===== src/core/emi_pkg.sv =====
// package of constants and types for the external memory interface
//------------------------------------------------------------
// Summary of operation
// separate code and data chip select outputs
// combined external address space limited to 4 megabytes
// overlay up to 128 KB in 16 KB blocks from top of data memory down
// code reachable through data space via overlay, boot rom excepted (no block is excluded from the overlay here)
// fetches in mapped blocks are served from data ram
// no speed sensing; slow clock after reset until execution moves to ram
// firmware copies code or host downloads it before operation
// code and data spaces each independently 8 or 16 bits wide
// memory configuration strap sampled from a data pin during reset
// strobe roles switch per access by addressed space
// 8-bit space: shared pin is address lsb, low write strobe only write
// 16-bit paired x8: shared pin high write, low strobe low write
// single x16: shared pin upper byte enable, lower select pin lower
// each space all x8 or all x16
// at least 128 KB external sram
// data sram 16 bits wide for full-rate operation
// boot rom copies card info structure from serial memory, 400 kHz link
// strobes active low, idle high when no access and in reset
// unmapped code access asserts only code select, data only data select
//------------------------------------------------------------
package emi_pkg;
	localparam int ADDR_W        = 22;
	localparam int CODE_ADDR_W   = 17;
	localparam int BLK_LSB       = 14;
	localparam int NUM_BLK       = 8;
	localparam int STRAP_PIN     = 0;
	localparam int CLK_HZ        = 25000000;
	localparam int SER_HZ        = 400000;
	localparam int SER_HALF      = CLK_HZ / (2 * SER_HZ);
	localparam int SLOW_DIV      = 4;
	localparam int CIS_BYTES     = 256;
	localparam logic [6:0] SER_DEV = 7'h50;

	typedef enum logic [1:0] {
		EMI_X8    = 2'b00,
		EMI_PAIR8 = 2'b01,
		EMI_X16   = 2'b10
	} emi_org_t;

	typedef struct packed {
		logic                 valid;
		logic                 write;
		logic                 isCode;
		logic [1:0]           byteEn;
		logic [ADDR_W-1:0]    addr;
		logic [15:0]          wdata;
	} emi_req_t;

	typedef struct packed {
		logic                 codeCs_n;
		logic                 dataCs_n;
		logic                 readOutputStrobe_n;
		logic                 lowWriteStrobe_n;
		logic                 addrLsbOrHighStrobe;
		logic                 lowerByteSelect_n;
		logic [ADDR_W-1:1]    addr;
	} emi_pins_t;
endpackage


===== src/core/emi_boot_copier.sv =====
// serial nonvolatile boot copier: reads card info bytes over a two-wire link
`timescale 1ns/1ps
`default_nettype none
module emi_boot_copier
	import emi_pkg::*;
#(
	parameter int NBYTES = CIS_BYTES
) (
	input  wire logic        clock,     // system clock
	input  wire logic        rst_n,     // async reset
	input  wire logic        start,     // begin copy pulse
	input  wire logic        sdaIn,     // synchronised data in
	output logic             sclOut,    // serial clock level
	output logic             sdaOe,     // drive data low
	output logic             wrValid,   // byte ready
	output logic [15:0]      wrAddr,    // byte index
	output logic [7:0]       wrData,    // byte value
	output logic             done       // copy complete
);
	typedef enum logic [2:0] {
		BC_IDLE  = 3'b000,
		BC_START = 3'b001,
		BC_SEND  = 3'b010,
		BC_RECV  = 3'b011,
		BC_STOP  = 3'b100,
		BC_DONE  = 3'b101
	} emi_bc_t;

	emi_bc_t state_q, state_d;
	logic [7:0]  div_q, div_d;
	logic        ph_q, ph_d;
	logic [4:0]  bit_q, bit_d;
	logic [8:0]  sh_q, sh_d;
	logic [15:0] cnt_q, cnt_d;
	logic        v_q, v_d;
	logic        tick;

	assign tick = (div_q == 8'(SER_HALF - 1));

	//------------------------------------------------------------
	// serial sequence
	//------------------------------------------------------------
	always_comb begin
		state_d = state_q;
		div_d   = tick ? 8'h00 : div_q + 8'h01;
		ph_d    = ph_q;
		bit_d   = bit_q;
		sh_d    = sh_q;
		cnt_d   = cnt_q;
		v_d     = 1'b0;
		if (state_q == BC_IDLE) begin
			div_d = 8'h00;
		end
		unique case (state_q)
			BC_IDLE: begin
				if (start) begin
					state_d = BC_START;
				end
			end
			BC_START: begin
				if (tick) begin
					state_d = BC_SEND;
					ph_d    = 1'b0;
					bit_d   = 5'h00;
					sh_d    = {SER_DEV, 1'b1, 1'b1};
				end
			end
			BC_SEND: begin
				if (tick) begin
					ph_d = ~ph_q;
					if (ph_q) begin
						sh_d  = {sh_q[7:0], 1'b1};
						bit_d = bit_q + 5'h01;
						if (bit_q == 5'h08) begin
							state_d = BC_RECV;
							bit_d   = 5'h00;
						end
					end
				end
			end
			BC_RECV: begin
				if (tick) begin
					ph_d = ~ph_q;
					if (ph_q) begin
						bit_d = bit_q + 5'h01;
						if (bit_q < 5'h08) begin
							sh_d = {sh_q[7:0], sdaIn};
						end
						if (bit_q == 5'h08) begin
							v_d   = 1'b1;
							bit_d = 5'h00;
							if (cnt_q == 16'(NBYTES - 1)) begin
								state_d = BC_STOP;
							end
						end
					end
				end
			end
			BC_STOP: begin
				if (tick) begin
					state_d = BC_DONE;
				end
			end
			BC_DONE: begin
			end
			default: begin
				state_d = BC_IDLE;
			end
		endcase
		if (v_q) begin
			cnt_d = cnt_q + 16'h0001;
		end
	end

	always_ff @(posedge clock or negedge rst_n) begin
		if (!rst_n) begin
			state_q <= BC_IDLE;
			div_q   <= 8'h00;
			ph_q    <= 1'b0;
			bit_q   <= 5'h00;
			sh_q    <= 9'h000;
			cnt_q   <= 16'h0000;
			v_q     <= 1'b0;
		end else begin
			state_q <= state_d;
			div_q   <= div_d;
			ph_q    <= ph_d;
			bit_q   <= bit_d;
			sh_q    <= sh_d;
			cnt_q   <= cnt_d;
			v_q     <= v_d;
		end
	end

	assign sclOut  = (state_q == BC_SEND || state_q == BC_RECV) ? ph_q : 1'b1;
	// master acks every byte but the last in receive phase
	assign sdaOe   = (state_q == BC_START) || (state_q == BC_STOP) ||
		(state_q == BC_SEND && !sh_q[8] && bit_q != 5'h08) ||
		(state_q == BC_RECV && bit_q == 5'h08 && cnt_q != 16'(NBYTES - 1));
	assign wrValid = v_q;
	assign wrAddr  = cnt_q;
	assign wrData  = sh_q[7:0];
	assign done    = (state_q == BC_DONE);
endmodule
`default_nettype wire


===== src/core/emi_controller.sv =====
// external memory controller with code overlay, strobe roles and boot copy
`timescale 1ns/1ps
`default_nettype none
module emi_controller
	import emi_pkg::*;
#(
	parameter int MEM_TOP_BLK = 16  // top of physical data memory in 16 KB blocks
) (
	input  wire logic              clock,          // 25 MHz system clock
	input  wire logic              rst_n,          // async reset
	input  wire emi_req_t          req,            // access request
	output logic                   reqReady,       // access accepted
	output logic [15:0]            rdata,          // read data
	output logic                   rvalid,         // read data valid
	input  wire logic [NUM_BLK-1:0] overlayMap,    // code blocks mapped to ram
	input  wire logic              codeWide,       // code space 16 bits
	input  wire logic              dataWide,       // data space 16 bits
	input  wire logic              inRam,          // execution moved to ram
	output emi_pins_t              pins,           // memory control pins
	input  wire logic [15:0]       memoryDataIn,   // data pins in
	output logic [15:0]            memoryDataOut,  // data pins out
	output logic                   memoryDataOe,   // data pins drive
	output logic                   slowClock,      // slow instruction clock active
	output logic                   strapX16,       // sampled single-x16 strap
	output logic                   sclOut,         // serial clock
	output logic                   sdaOe,          // serial data pull low
	input  wire logic              sdaIn,          // serial data pin
	output logic                   bootDone        // boot copy complete
);
	//------------------------------------------------------------
	// synchronisers and strap capture
	//------------------------------------------------------------
	logic [15:0] mdS1_q, mdS2_q;
	logic        sdaS1_q, sdaS2_q;
	logic        strap_q, strapDone_q;
	logic        started_q;
	logic [3:0]  slowCnt_q, slowCnt_d;
	logic        slow_q;

	// data pins keep clocking in reset so the strap level is ready at release
	always_ff @(posedge clock) begin
		mdS1_q <= memoryDataIn;
		mdS2_q <= mdS1_q;
	end

	always_ff @(posedge clock or negedge rst_n) begin
		if (!rst_n) begin
			sdaS1_q <= 1'b1;
			sdaS2_q <= 1'b1;
		end else begin
			sdaS1_q <= sdaIn;
			sdaS2_q <= sdaS1_q;
		end
	end

	// strap level seen on the pin during reset
	always_ff @(posedge clock or negedge rst_n) begin
		if (!rst_n) begin
			strap_q     <= 1'b0;
			strapDone_q <= 1'b0;
			started_q   <= 1'b0;
		end else begin
			strapDone_q <= 1'b1;
			started_q   <= strapDone_q;
			if (!strapDone_q) begin
				strap_q <= mdS2_q[STRAP_PIN];
			end
		end
	end
	assign strapX16 = strap_q;

	// slow cycle until ram execution
	always_comb begin
		slowCnt_d = (slowCnt_q == 4'(SLOW_DIV - 1)) ? 4'h0 : slowCnt_q + 4'h1;
	end
	always_ff @(posedge clock or negedge rst_n) begin
		if (!rst_n) begin
			slowCnt_q <= 4'h0;
			slow_q    <= 1'b1;
		end else begin
			slowCnt_q <= slowCnt_d;
			if (inRam) begin
				slow_q <= 1'b0;
			end
		end
	end
	assign slowClock = slow_q;

	//------------------------------------------------------------
	// boot copier
	//------------------------------------------------------------
	logic        bcValid;
	logic [15:0] bcAddr;
	logic [7:0]  bcData;

	// boot copy after reset
	emi_boot_copier #(
		.NBYTES(CIS_BYTES)
	) u_boot (
		.clock  (clock),
		.rst_n  (rst_n),
		.start  (strapDone_q && !started_q),
		.sdaIn  (sdaS2_q),
		.sclOut (sclOut),
		.sdaOe  (sdaOe),
		.wrValid(bcValid),
		.wrAddr (bcAddr),
		.wrData (bcData),
		.done   (bootDone)
	);

	//------------------------------------------------------------
	// address mapping
	//------------------------------------------------------------
	// overlay block placed below top of data memory
	function automatic logic [ADDR_W-1:0] overlayAddr(input logic [CODE_ADDR_W-1:0] a);
		logic [2:0]        blk;
		logic [ADDR_W-1:0] base;
		blk  = a[CODE_ADDR_W-1:BLK_LSB];
		base = ADDR_W'(MEM_TOP_BLK - 1 - int'(blk)) << BLK_LSB;
		return base | ADDR_W'(a[BLK_LSB-1:0]);
	endfunction

	typedef enum logic [1:0] {
		AC_IDLE  = 2'b00,
		AC_SETUP = 2'b01,
		AC_STRB  = 2'b10,
		AC_HOLD  = 2'b11
	} emi_acc_t;

	emi_acc_t          st_q, st_d;
	emi_req_t          cur_q, cur_d;
	logic              useData_q, useData_d;
	logic              wide_q, wide_d;
	logic [ADDR_W-1:0] phys_q, phys_d;
	logic [15:0]       rd_q, rd_d;
	logic              rv_q, rv_d;
	logic              mapped;
	emi_req_t          inReq;
	logic              accept;
	logic              bcPend_q, bcPend_d;
	logic [15:0]       bcPAddr_q, bcPAddr_d;
	logic [7:0]        bcPData_q, bcPData_d;

	// a pending boot byte takes priority over the request port
	always_comb begin
		inReq = req;
		if (bcPend_q) begin
			inReq.valid  = 1'b1;
			inReq.write  = 1'b1;
			inReq.isCode = 1'b0;
			inReq.byteEn = bcPAddr_q[0] ? 2'b10 : 2'b01;
			inReq.addr   = ADDR_W'(bcPAddr_q);
			inReq.wdata  = {bcPData_q, bcPData_q};
		end
	end

	// mapped blocks go to data ram; R4 has no boot rom exception here, any block with its overlayMap bit set is mapped
	assign mapped   = inReq.isCode && overlayMap[inReq.addr[CODE_ADDR_W-1:BLK_LSB]];
	assign accept   = (st_q == AC_IDLE) && inReq.valid && (!slow_q || slowCnt_q == 4'h0);
	assign reqReady = accept && !bcPend_q;

	// boot byte waits until the access machine takes it
	always_comb begin
		bcPend_d  = (bcPend_q && !accept) || bcValid;
		bcPAddr_d = bcValid ? bcAddr : bcPAddr_q;
		bcPData_d = bcValid ? bcData : bcPData_q;
	end
	always_ff @(posedge clock or negedge rst_n) begin
		if (!rst_n) begin
			bcPend_q  <= 1'b0;
			bcPAddr_q <= 16'h0000;
			bcPData_q <= 8'h00;
		end else begin
			bcPend_q  <= bcPend_d;
			bcPAddr_q <= bcPAddr_d;
			bcPData_q <= bcPData_d;
		end
	end

	always_comb begin
		st_d      = st_q;
		cur_d     = cur_q;
		useData_d = useData_q;
		wide_d    = wide_q;
		phys_d    = phys_q;
		rd_d      = rd_q;
		rv_d      = 1'b0;
		unique case (st_q)
			AC_IDLE: begin
				if (accept) begin
					st_d      = AC_SETUP;
					cur_d     = inReq;
					useData_d = !inReq.isCode || mapped;
					// per-space width
					wide_d    = (!inReq.isCode || mapped) ? dataWide : codeWide;
					// address limited to 4 MB
					phys_d    = mapped ? overlayAddr(inReq.addr[CODE_ADDR_W-1:0]) :
						inReq.isCode ? ADDR_W'(inReq.addr[CODE_ADDR_W-1:0]) : inReq.addr;
				end
			end
			AC_SETUP: begin
				st_d = AC_STRB;
			end
			AC_STRB: begin
				st_d = AC_HOLD;
			end
			AC_HOLD: begin
				st_d = AC_IDLE;
				// setup-cycle data has passed both synchroniser stages by now
				if (!cur_q.write) begin
					rd_d = mdS2_q;
					rv_d = 1'b1;
				end
			end
		endcase
	end

	always_ff @(posedge clock or negedge rst_n) begin
		if (!rst_n) begin
			st_q      <= AC_IDLE;
			cur_q     <= '0;
			useData_q <= 1'b0;
			wide_q    <= 1'b0;
			phys_q    <= '0;
			rd_q      <= 16'h0000;
			rv_q      <= 1'b0;
		end else begin
			st_q      <= st_d;
			cur_q     <= cur_d;
			useData_q <= useData_d;
			wide_q    <= wide_d;
			phys_q    <= phys_d;
			rd_q      <= rd_d;
			rv_q      <= rv_d;
		end
	end
	assign rdata  = rd_q;
	assign rvalid = rv_q;

	//------------------------------------------------------------
	// pin roles
	//------------------------------------------------------------
	logic active;
	logic strobe;
	assign active = (st_q != AC_IDLE);
	assign strobe = (st_q == AC_STRB);

	always_comb begin
		pins = '{codeCs_n: 1'b1, dataCs_n: 1'b1, readOutputStrobe_n: 1'b1,
			lowWriteStrobe_n: 1'b1, addrLsbOrHighStrobe: 1'b1,
			lowerByteSelect_n: 1'b1, addr: phys_q[ADDR_W-1:1]};
		if (active) begin
			// one select per access
			pins.codeCs_n = useData_q;
			pins.dataCs_n = !useData_q;
			// read strobe low from setup so data reach the second sync stage
			pins.readOutputStrobe_n = !((st_q != AC_HOLD) && !cur_q.write);
			// roles switch per addressed space
			if (!wide_q) begin
				// address lsb and single write strobe
				pins.addrLsbOrHighStrobe = phys_q[0];
				pins.lowWriteStrobe_n    = !(strobe && cur_q.write);
			end else if (!strap_q) begin
				// paired x8 byte writes
				pins.addrLsbOrHighStrobe = !(strobe && cur_q.write && cur_q.byteEn[1]);
				pins.lowWriteStrobe_n    = !(strobe && cur_q.write && cur_q.byteEn[0]);
			end else begin
				// single x16 byte enables
				pins.addrLsbOrHighStrobe = !cur_q.byteEn[1];
				pins.lowerByteSelect_n   = !cur_q.byteEn[0];
				pins.lowWriteStrobe_n    = !(strobe && cur_q.write);
			end
		end
		// idle deasserted (reset holds state idle)
	end

	assign memoryDataOut = (!wide_q && phys_q[0]) ? {cur_q.wdata[15:8], cur_q.wdata[15:8]} :
		cur_q.wdata;
	assign memoryDataOe  = active && cur_q.write;
endmodule
`default_nettype wire


===== config.mk =====
export PLATFORM = sky130hd
export DESIGN_NAME = emi_controller
export DESIGN_NICKNAME = d
export VERILOG_FILES = /design/src/core/emi_pkg.sv /design/src/core/emi_boot_copier.sv /design/src/core/emi_controller.sv
export SDC_FILE = /design/constraint.sdc
export NUM_CORES = 1
export LEC_CHECK = 0
export ABC_AREA = 1
export BUFFER_PORTS_ARGS = -buffer_cell sky130_fd_sc_hd__buf_2
export CORE_UTILIZATION = 40
export CTS_CLUSTER_SIZE = 24
export DETAILED_ROUTE_END_ITERATION = 12
export SLEW_MARGIN = 40
export SYNTH_ARGS = -nofsm -noshare
export SYNTH_HDL_FRONTEND = slang
export SYNTH_SLANG_ARGS = --single-unit

===== constraint.sdc =====
create_clock -name clock -period 1.82 [get_ports clock]
set_input_delay 0.364 -clock clock [delete_from_list [all_inputs] [get_ports clock]]
set_output_delay 0.364 -clock clock [all_outputs]
set_load 0.1 [all_outputs]

Word level (Yosys, flattened, before mapping):

Cells that the tools add are included.

* flip-flop bits (word level): 172
* input port bits: 73
* output and inout bits: 67
* word-level logic and storage cells: 170

* $add $sub $neg: 5
* $lt $le $gt $ge: 2
* eq/ne operators: 29
* muxes and demuxes: 51
* bitwise gates (word level): 4
* reductions and logical operators: 51

Operators with widths (number)
* 9-bit 2-to-1 mux: 6
* 22-bit 2-to-1 mux: 2
* 43-bit 2-to-1 mux: 1
* 3-bit 2-to-1 mux: 10
* 9-bit case mux with 3 select lines: 1
* 2-bit by 1-bit inequality test with 1-bit output (second input constant): 13
* 8-bit 2-to-1 mux: 3
* 22-bit by 14-bit bitwise OR with 22-bit output: 1
* 5-bit 2-to-1 mux: 4
* 3-bit case mux with 6 select lines: 1
* 16-bit by 1-bit adder with 16-bit output (second input constant): 1
* 16-bit by 8-bit equality test with 1-bit output (second input constant): 1
* 1-bit logical AND: 16
* 16-bit by 8-bit inequality test with 1-bit output (second input constant): 1
* 1-bit logical NOT: 15
* 1-bit 2-to-1 mux: 13
* 11-bit AND reduction: 1
* 5-bit case mux with 2 select lines: 1
* 8-bit by 1-bit adder with 8-bit output (second input constant): 1
* 8-bit by 5-bit equality test with 1-bit output (second input constant): 1
* 2-bit 2-to-1 mux: 4
* 2-bit case mux with 4 select lines: 1
* 1-bit logical OR: 7
* 7-bit AND reduction: 1
* other kinds (28): 36

Depth between registers and ports, before layout:

* depth after elaboration: 7
* gate-level depth with buffers: 12
* gate-level depth less buffers: 12

By module:

Synthesis repeated with hierarchy kept, for this count alone.

* cells, all modules: 791
* area, all modules: 7521.0 um2

Modules (own cells, without submodules)
* emi_controller: instances 1, cells each 512, area each 5211.2 um2, seq. area each 3071.7 um2
* emi_boot_copier: instances 1, cells each 279, area each 2309.7 um2, seq. area each 1076.0 um2

Worst setup path before layout:

No wires, ideal clock.

* path type: register to output
* start: register u_boot.bit_q[0]
* end: output sdaOe
* data arrival time: 2924 ps
* required time: 1456 ps
* slack: -1468 ps
* cell stages (with the launch flop): 6
* path buffers: 0
* cell sequence: dfrtp_1 -> inv_1 -> ha_1 -> nand3_1 -> nand2_1 -> o21ai_0

* cells in the longest elaborated chain, start to end: 4
* elaborated cells on any way between the ends: 7
* classes of those cells: eq/ne (2); reduce/logical (5)

RTL lines
* from (decl): RTL line emi_boot_copier.sv:32 `logic [4:0] bit_q, bit_d;`
* from (signal assigned): RTL line emi_boot_copier.sv:128 `bit_q <= bit_d;`
* 5-bit by 4-bit inequality test with 1-bit output / 5-bit by 4-bit equality test with 1-bit output (equally long branches): RTL line emi_boot_copier.sv:138, emi_boot_copier.sv:139
* 1-bit logical AND (on tied branches): RTL line emi_boot_copier.sv:138, emi_boot_copier.sv:139
* 1-bit logical OR / 1-bit logical AND (equally long branches): RTL line emi_boot_copier.sv:137, emi_boot_copier.sv:139
* 1-bit logical OR (*): RTL line emi_boot_copier.sv:138 `(state_q == BC_SEND && !sh_q[8] && bit_q != 5'h08) ||`
* to (decl): RTL line emi_controller.sv:26 `output logic sdaOe,`

Mark *: on every way between the ends. The rest lies on a longest branch, timed or not.

Worst setup path after layout:

* start: register u_boot.cnt_q[0] (netlist: u_boot.wrAddr[0])
* end: output sdaOe

* cells in the longest elaborated chain, start to end: 3

RTL lines
* from (decl): RTL line emi_boot_copier.sv:34 `logic [15:0] cnt_q, cnt_d;`
* from (signal assigned): RTL line emi_boot_copier.sv:130 `cnt_q <= cnt_d;`
* 16-bit by 8-bit inequality test with 1-bit output: RTL line emi_boot_copier.sv:139 `(state_q == BC_RECV && bit_q == 5'h08 && cnt_q != 16'(NBYTES - 1));`
* 1-bit logical AND: RTL line emi_boot_copier.sv:139
* 1-bit logical OR: RTL line emi_boot_copier.sv:138

Every way passes these cells.

==> impl_metrics.prom <==
# TYPE chip_impl_metric gauge
chip_impl_info{name="run_status",value="finished, violations left"} 1
chip_impl_info{name="failed_checks",value="setup timing"} 1
chip_impl_metric{name="hpwl",unit="mm"} 11.56
chip_impl_info{name="yosys-top-cells-count",value="sky130_fd_sc_hd__nand2_1 (260), sky130_fd_sc_hd__dfrtp_1 (137), sky130_fd_sc_hd__inv_1 (68)"} 1
chip_impl_metric{name="post-route-worst-setup-slack",unit="ps"} -448.3
chip_impl_metric{name="grt_start_max_net_pins",unit=""} 44
chip_impl_metric{name="clk-insertion-delay-late",unit="ps"} 420
chip_impl_metric{name="postSynthAreaPerCell",unit="sq um"} 9.035
chip_impl_metric{name="achievable-frequency",unit="MHz"} 440.9
chip_impl_metric{name="post_synth_num_cell_types",unit=""} 42
chip_impl_metric{name="worstPathBufferInverterCount",unit=""} 2
chip_impl_metric{name="timing.slew.headroom",unit="%"} 65.95
chip_impl_metric{name="worst-path-max-fanout",unit=""} 2
chip_impl_metric{name="drt_iter0_drc",unit=""} 282
chip_impl_metric{name="final_nets",unit=""} 1079
chip_impl_info{name="synth-main-ff-cell",value="sky130_fd_sc_hd__dfrtp_1"} 1
chip_impl_metric{name="p_leak",unit="nW"} 4.988
chip_impl_info{name="cp_cell_sequence",value="ha_2 > inv_2 > nor2_4 > nand3_2 > nor2_2 > nand3_2 > a31oi_4 > o21ai_2 > buf_12"} 1
chip_impl_metric{name="critical-path-max-stage-delay",unit="ps"} 370
chip_impl_metric{name="antenna-diode-count",unit=""} 0
chip_impl_metric{name="fin_clk_skew",unit="ps"} 12.00
chip_impl_info{name="cell_type_with_the_highest_occurrence_count_on_the_critical_path",value="sky130_fd_sc_hd__nand3_2"} 1
chip_impl_metric{name="place_ws",unit="ps"} -219.5
chip_impl_metric{name="number_of_synthesized_flops_with_an_enable_pin",unit=""} 0
chip_impl_metric{name="tritoncts_num_sinks",unit=""} 172
chip_impl_metric{name="floorplan.die_area",unit="sq mm"} 0.01902
chip_impl_metric{name="die_width",unit="um"} 137.9
chip_impl_metric{name="sum_of_negative_setup_slack",unit="ps"} -2294
chip_impl_metric{name="total_grt_usage",unit="%"} 18.16
chip_impl_metric{name="boundaryPins",unit=""} 140
chip_impl_metric{name="drt.antenna.violating_nets",unit=""} 0
chip_impl_metric{name="grt_remaining_overflow",unit=""} 0
chip_impl_metric{name="timing.final.hold_violations",unit=""} 0
chip_impl_metric{name="filler_cell_count",unit=""} 1657
chip_impl_info{name="min-delay-path-class",value="primary input to register"} 1
chip_impl_metric{name="flow.area_growth_from_synthesis",unit="%"} 32.25
chip_impl_metric{name="floorplan.initialDensity",unit="%"} 41.00
chip_impl_metric{name="core_area",unit="sq mm"} 0.01802
chip_impl_metric{name="tightest_pin_transition",unit="ps"} 514.4
chip_impl_info{name="timing.critical_path.slowest_stage_cell",value="sky130_fd_sc_hd__dfrtp_1"} 1
chip_impl_metric{name="synth_warnings",unit=""} 0
chip_impl_metric{name="synth.cell_area",unit="sq mm"} 0.007391
chip_impl_info{name="crit_type",value="register to primary output"} 1
chip_impl_metric{name="dpl-instance-area",unit="sq mm"} 0.008746
chip_impl_metric{name="cts.clk_slew.worst_paths",unit="ps"} 70
chip_impl_info{name="cell_chosen_for_the_clock_root",value="sky130_fd_sc_hd__clkbuf_16"} 1
chip_impl_info{name="synth_area_leaders",value="sky130_fd_sc_hd__dfrtp_1 (46%), sky130_fd_sc_hd__nand2_1 (13%), sky130_fd_sc_hd__dfxtp_1 (8.7%)"} 1
chip_impl_metric{name="finalCritPeriodShare",unit="%"} 124.6
chip_impl_metric{name="finalWirelength",unit="mm"} 16.62
chip_impl_info{name="unrepaired_setup_endpoints_after_global_routing",value="yes"} 1
chip_impl_info{name="tritoncts",value="built"} 1
chip_impl_metric{name="max-clock-path-buffers",unit=""} 2
chip_impl_metric{name="ys_ff_latch",unit=""} 172
chip_impl_metric{name="power_density_over_the_cells",unit="mW/mm^2"} 2003
chip_impl_metric{name="cp.required",unit="ps"} 1460
chip_impl_metric{name="reg2reg_slack",unit="ps"} 110
chip_impl_info{name="count_leader_synth",value="sky130_fd_sc_hd__nand2_1"} 1
chip_impl_metric{name="htreeDepth",unit=""} 4
chip_impl_info{name="synthDominantAreaCellType",value="sky130_fd_sc_hd__dfrtp_1"} 1
chip_impl_metric{name="detailroute.via_count",unit=""} 5779
chip_impl_metric{name="synthesized_instance_count",unit=""} 818
chip_impl_metric{name="port-buffer-count",unit=""} 139
chip_impl_metric{name="route.detailed.vias_per_inst",unit=""} 4.672
chip_impl_metric{name="smallest_hold_slack",unit="ps"} 38.32
chip_impl_metric{name="arrival",unit="ps"} 1900
chip_impl_metric{name="grt_first_pass_wirelength",unit="mm"} 26.49
chip_impl_metric{name="row_count",unit=""} 49
chip_impl_metric{name="grt_pass1_vias",unit=""} 5446
chip_impl_metric{name="layout_cell_share_with_drive_strength_beyond_1",unit="%"} 32.74
chip_impl_metric{name="worst_ir_drop_on_vdd",unit="uV"} 1774
chip_impl_metric{name="wl_per_cell",unit="um"} 13.44
chip_impl_metric{name="last_weighted_congestion_value_of_the_routability_driven_placer",unit=""} 0.8632
chip_impl_metric{name="num_cts_buffers",unit=""} 17
chip_impl_metric{name="timing.max_cap.violations",unit=""} 0
chip_impl_metric{name="fraction_of_registers_with_async_set_reset",unit="%"} 81.40
chip_impl_info{name="path_delay_family",value="simple AND/OR/NAND/NOR gates"} 1
chip_impl_metric{name="drc_violations_left",unit=""} 0
chip_impl_metric{name="final_count_of_pins_violating_max_slew",unit=""} 0
chip_impl_metric{name="finalSetupViolations",unit=""} 17
chip_impl_metric{name="fin_area",unit="sq mm"} 0.009774
chip_impl_info{name="timing.critical_path.from_type",value="register"} 1
chip_impl_metric{name="number_of_antenna_violations_at_the_first_check_in_global_routing",unit=""} 0
chip_impl_metric{name="fin_util",unit="%"} 54.23
chip_impl_metric{name="layout_min_cycle_time",unit="ps"} 2268
chip_impl_info{name="worst_setup_path_end_kind",value="primary output"} 1
chip_impl_metric{name="netlist.area_leader.share",unit="%"} 46.39
chip_impl_metric{name="drt_first_pass_iters",unit=""} 4
chip_impl_metric{name="die-height",unit="um"} 137.9
chip_impl_metric{name="register_area_share_after_synthesis",unit="%"} 56.12
chip_impl_metric{name="synth_net_count",unit=""} 902
## stage by stage
stage / total power [W] / instances
2_1_floorplan: 0.01312 / 818
3_3_place_gp: 0.01512 / 1183
3_5_place_dp: 0.01520 / 1183
4_1_cts: 0.01934 / 1227
5_1_grt: 0.02055 / 1237
6_report: 0.01958 / 1237
## state kept, by name (all words and copies together) (netlist names), 2 cells and up
| signal | count |
|---|---|
| u_boot.state_q | 3 |
| mdS2_q | 16 |
| bcPData_q | 8 |
| cur_q | 19 |
| slowCnt_q | 4 |
| st_q | 2 |
| u_boot.sh_q | 9 |
| phys_q | 22 |
| u_boot.div_q | 8 |
| u_boot.wrAddr | 16 |
| u_boot.bit_q | 5 |
| mdS1_q | 16 |
| rdata | 16 |
| bcPAddr_q | 16 |
## layout make-up
cell class	count	area, sq um	share of cell area [%]
Clock buffer	21	493.0	5.044
Clock inverter	11	95.09	0.9729
Inverter	73	282.8	2.893
Multi-Input combinational cell	518	2839	29.05
Timing Repair Buffer	213	1625	16.63
Tap cell	229	286.5	2.931
Sequential cell	172	4153	42.49
## repair_timing
item	4_1_cts	5_1_grt
hold endpoints to repair	37	0
setup buffers	11	10
hold buffers	1	0
endpoints found under the setup margin	18	33
gates cloned	0	1
pin swaps	12	16
resized for setup	47	27
## cells by family (layout without fill, tap and decap cells)
kind of cell             after synthesis  after routing  share of synthesized area (%)
buffers and inverters                129            318                          8.701
multiplexers                           8              8                          1.219
flip-flops                           172            172                          56.12
AO/OA/AOI/OAI                         70             70                          5.739
adder cells (fa/ha/maj)               11             11                          1.862
XOR/XNOR                              20             20                          2.370
AND/OR/NAND/NOR                      407            408                          23.94
other                                  1              1                        0.05074
## path summary, 6_finish.rpt
check / start / end / cells past startpoint
max in group asynchronous: rst_n / bcPData_q[0] / 3
min in group asynchronous: rst_n / slowCnt_q[2] / 2
worst min register to register: mdS1_q[3] / mdS2_q[3] / 0
worst max-delay path: u_boot.wrAddr[0] / sdaOe / 9
worst max register to register: slowCnt_q[0] / cur_q[41] / 10
worst min-delay path: sdaIn / sdaS1_q / 1
## power by group
group,total (W),internal (W),switching (W)
registers,0.00520,0.00467,0.000533
logic,0.0108,0.00303,0.00779
clock network,0.00355,0.00199,0.00156
## per-layer routing
metal / vias up / GRT usage, % / share of wire (%) / wire length, um
met4: 0 / 5.676 / 0.90 / 150
met2: 150 / 28.56 / 46 / 7680
li1: 2931 / - / - / -
met3: 9 / 4.130 / 5.2 / 857
met1: 2689 / 24.83 / 48 / 7932
met5: - / 0 / 0 / 0
## worst register-to-register path: cells and delay by family (launching register included)
| kind | cells | cell delay (ps) |
|---|---|---|
| AO/OA/AOI/OAI | 2 | 210 |
| adder cells (fa/ha/maj) | 1 | 200 |
| buffers and inverters | 4 | 550 |
| flip-flops | 1 | 380 |
| AND/OR/NAND/NOR | 3 | 220 |
## cell usage in the layout (no fill, tap or decap), types with 9 or more instances in the layout
cell and n:
sky130_fd_sc_hd__buf_2 119, sky130_fd_sc_hd__o21ai_0 30, sky130_fd_sc_hd__buf_12 23, sky130_fd_sc_hd__buf_4 62, sky130_fd_sc_hd__nand4_1 12, sky130_fd_sc_hd__nand2_2 12, sky130_fd_sc_hd__dfrtp_1 135, sky130_fd_sc_hd__nor2_1 36
sky130_fd_sc_hd__inv_2 9, sky130_fd_sc_hd__dfxtp_1 32, sky130_fd_sc_hd__nand2_1 253, sky130_fd_sc_hd__inv_1 60, sky130_fd_sc_hd__nand3_1 43, sky130_fd_sc_hd__clkbuf_16 19, sky130_fd_sc_hd__xor2_1 15, sky130_fd_sc_hd__a31oi_1 14
sky130_fd_sc_hd__nand3_2 10
Note: power is estimated with default switching activity, not from simulation.
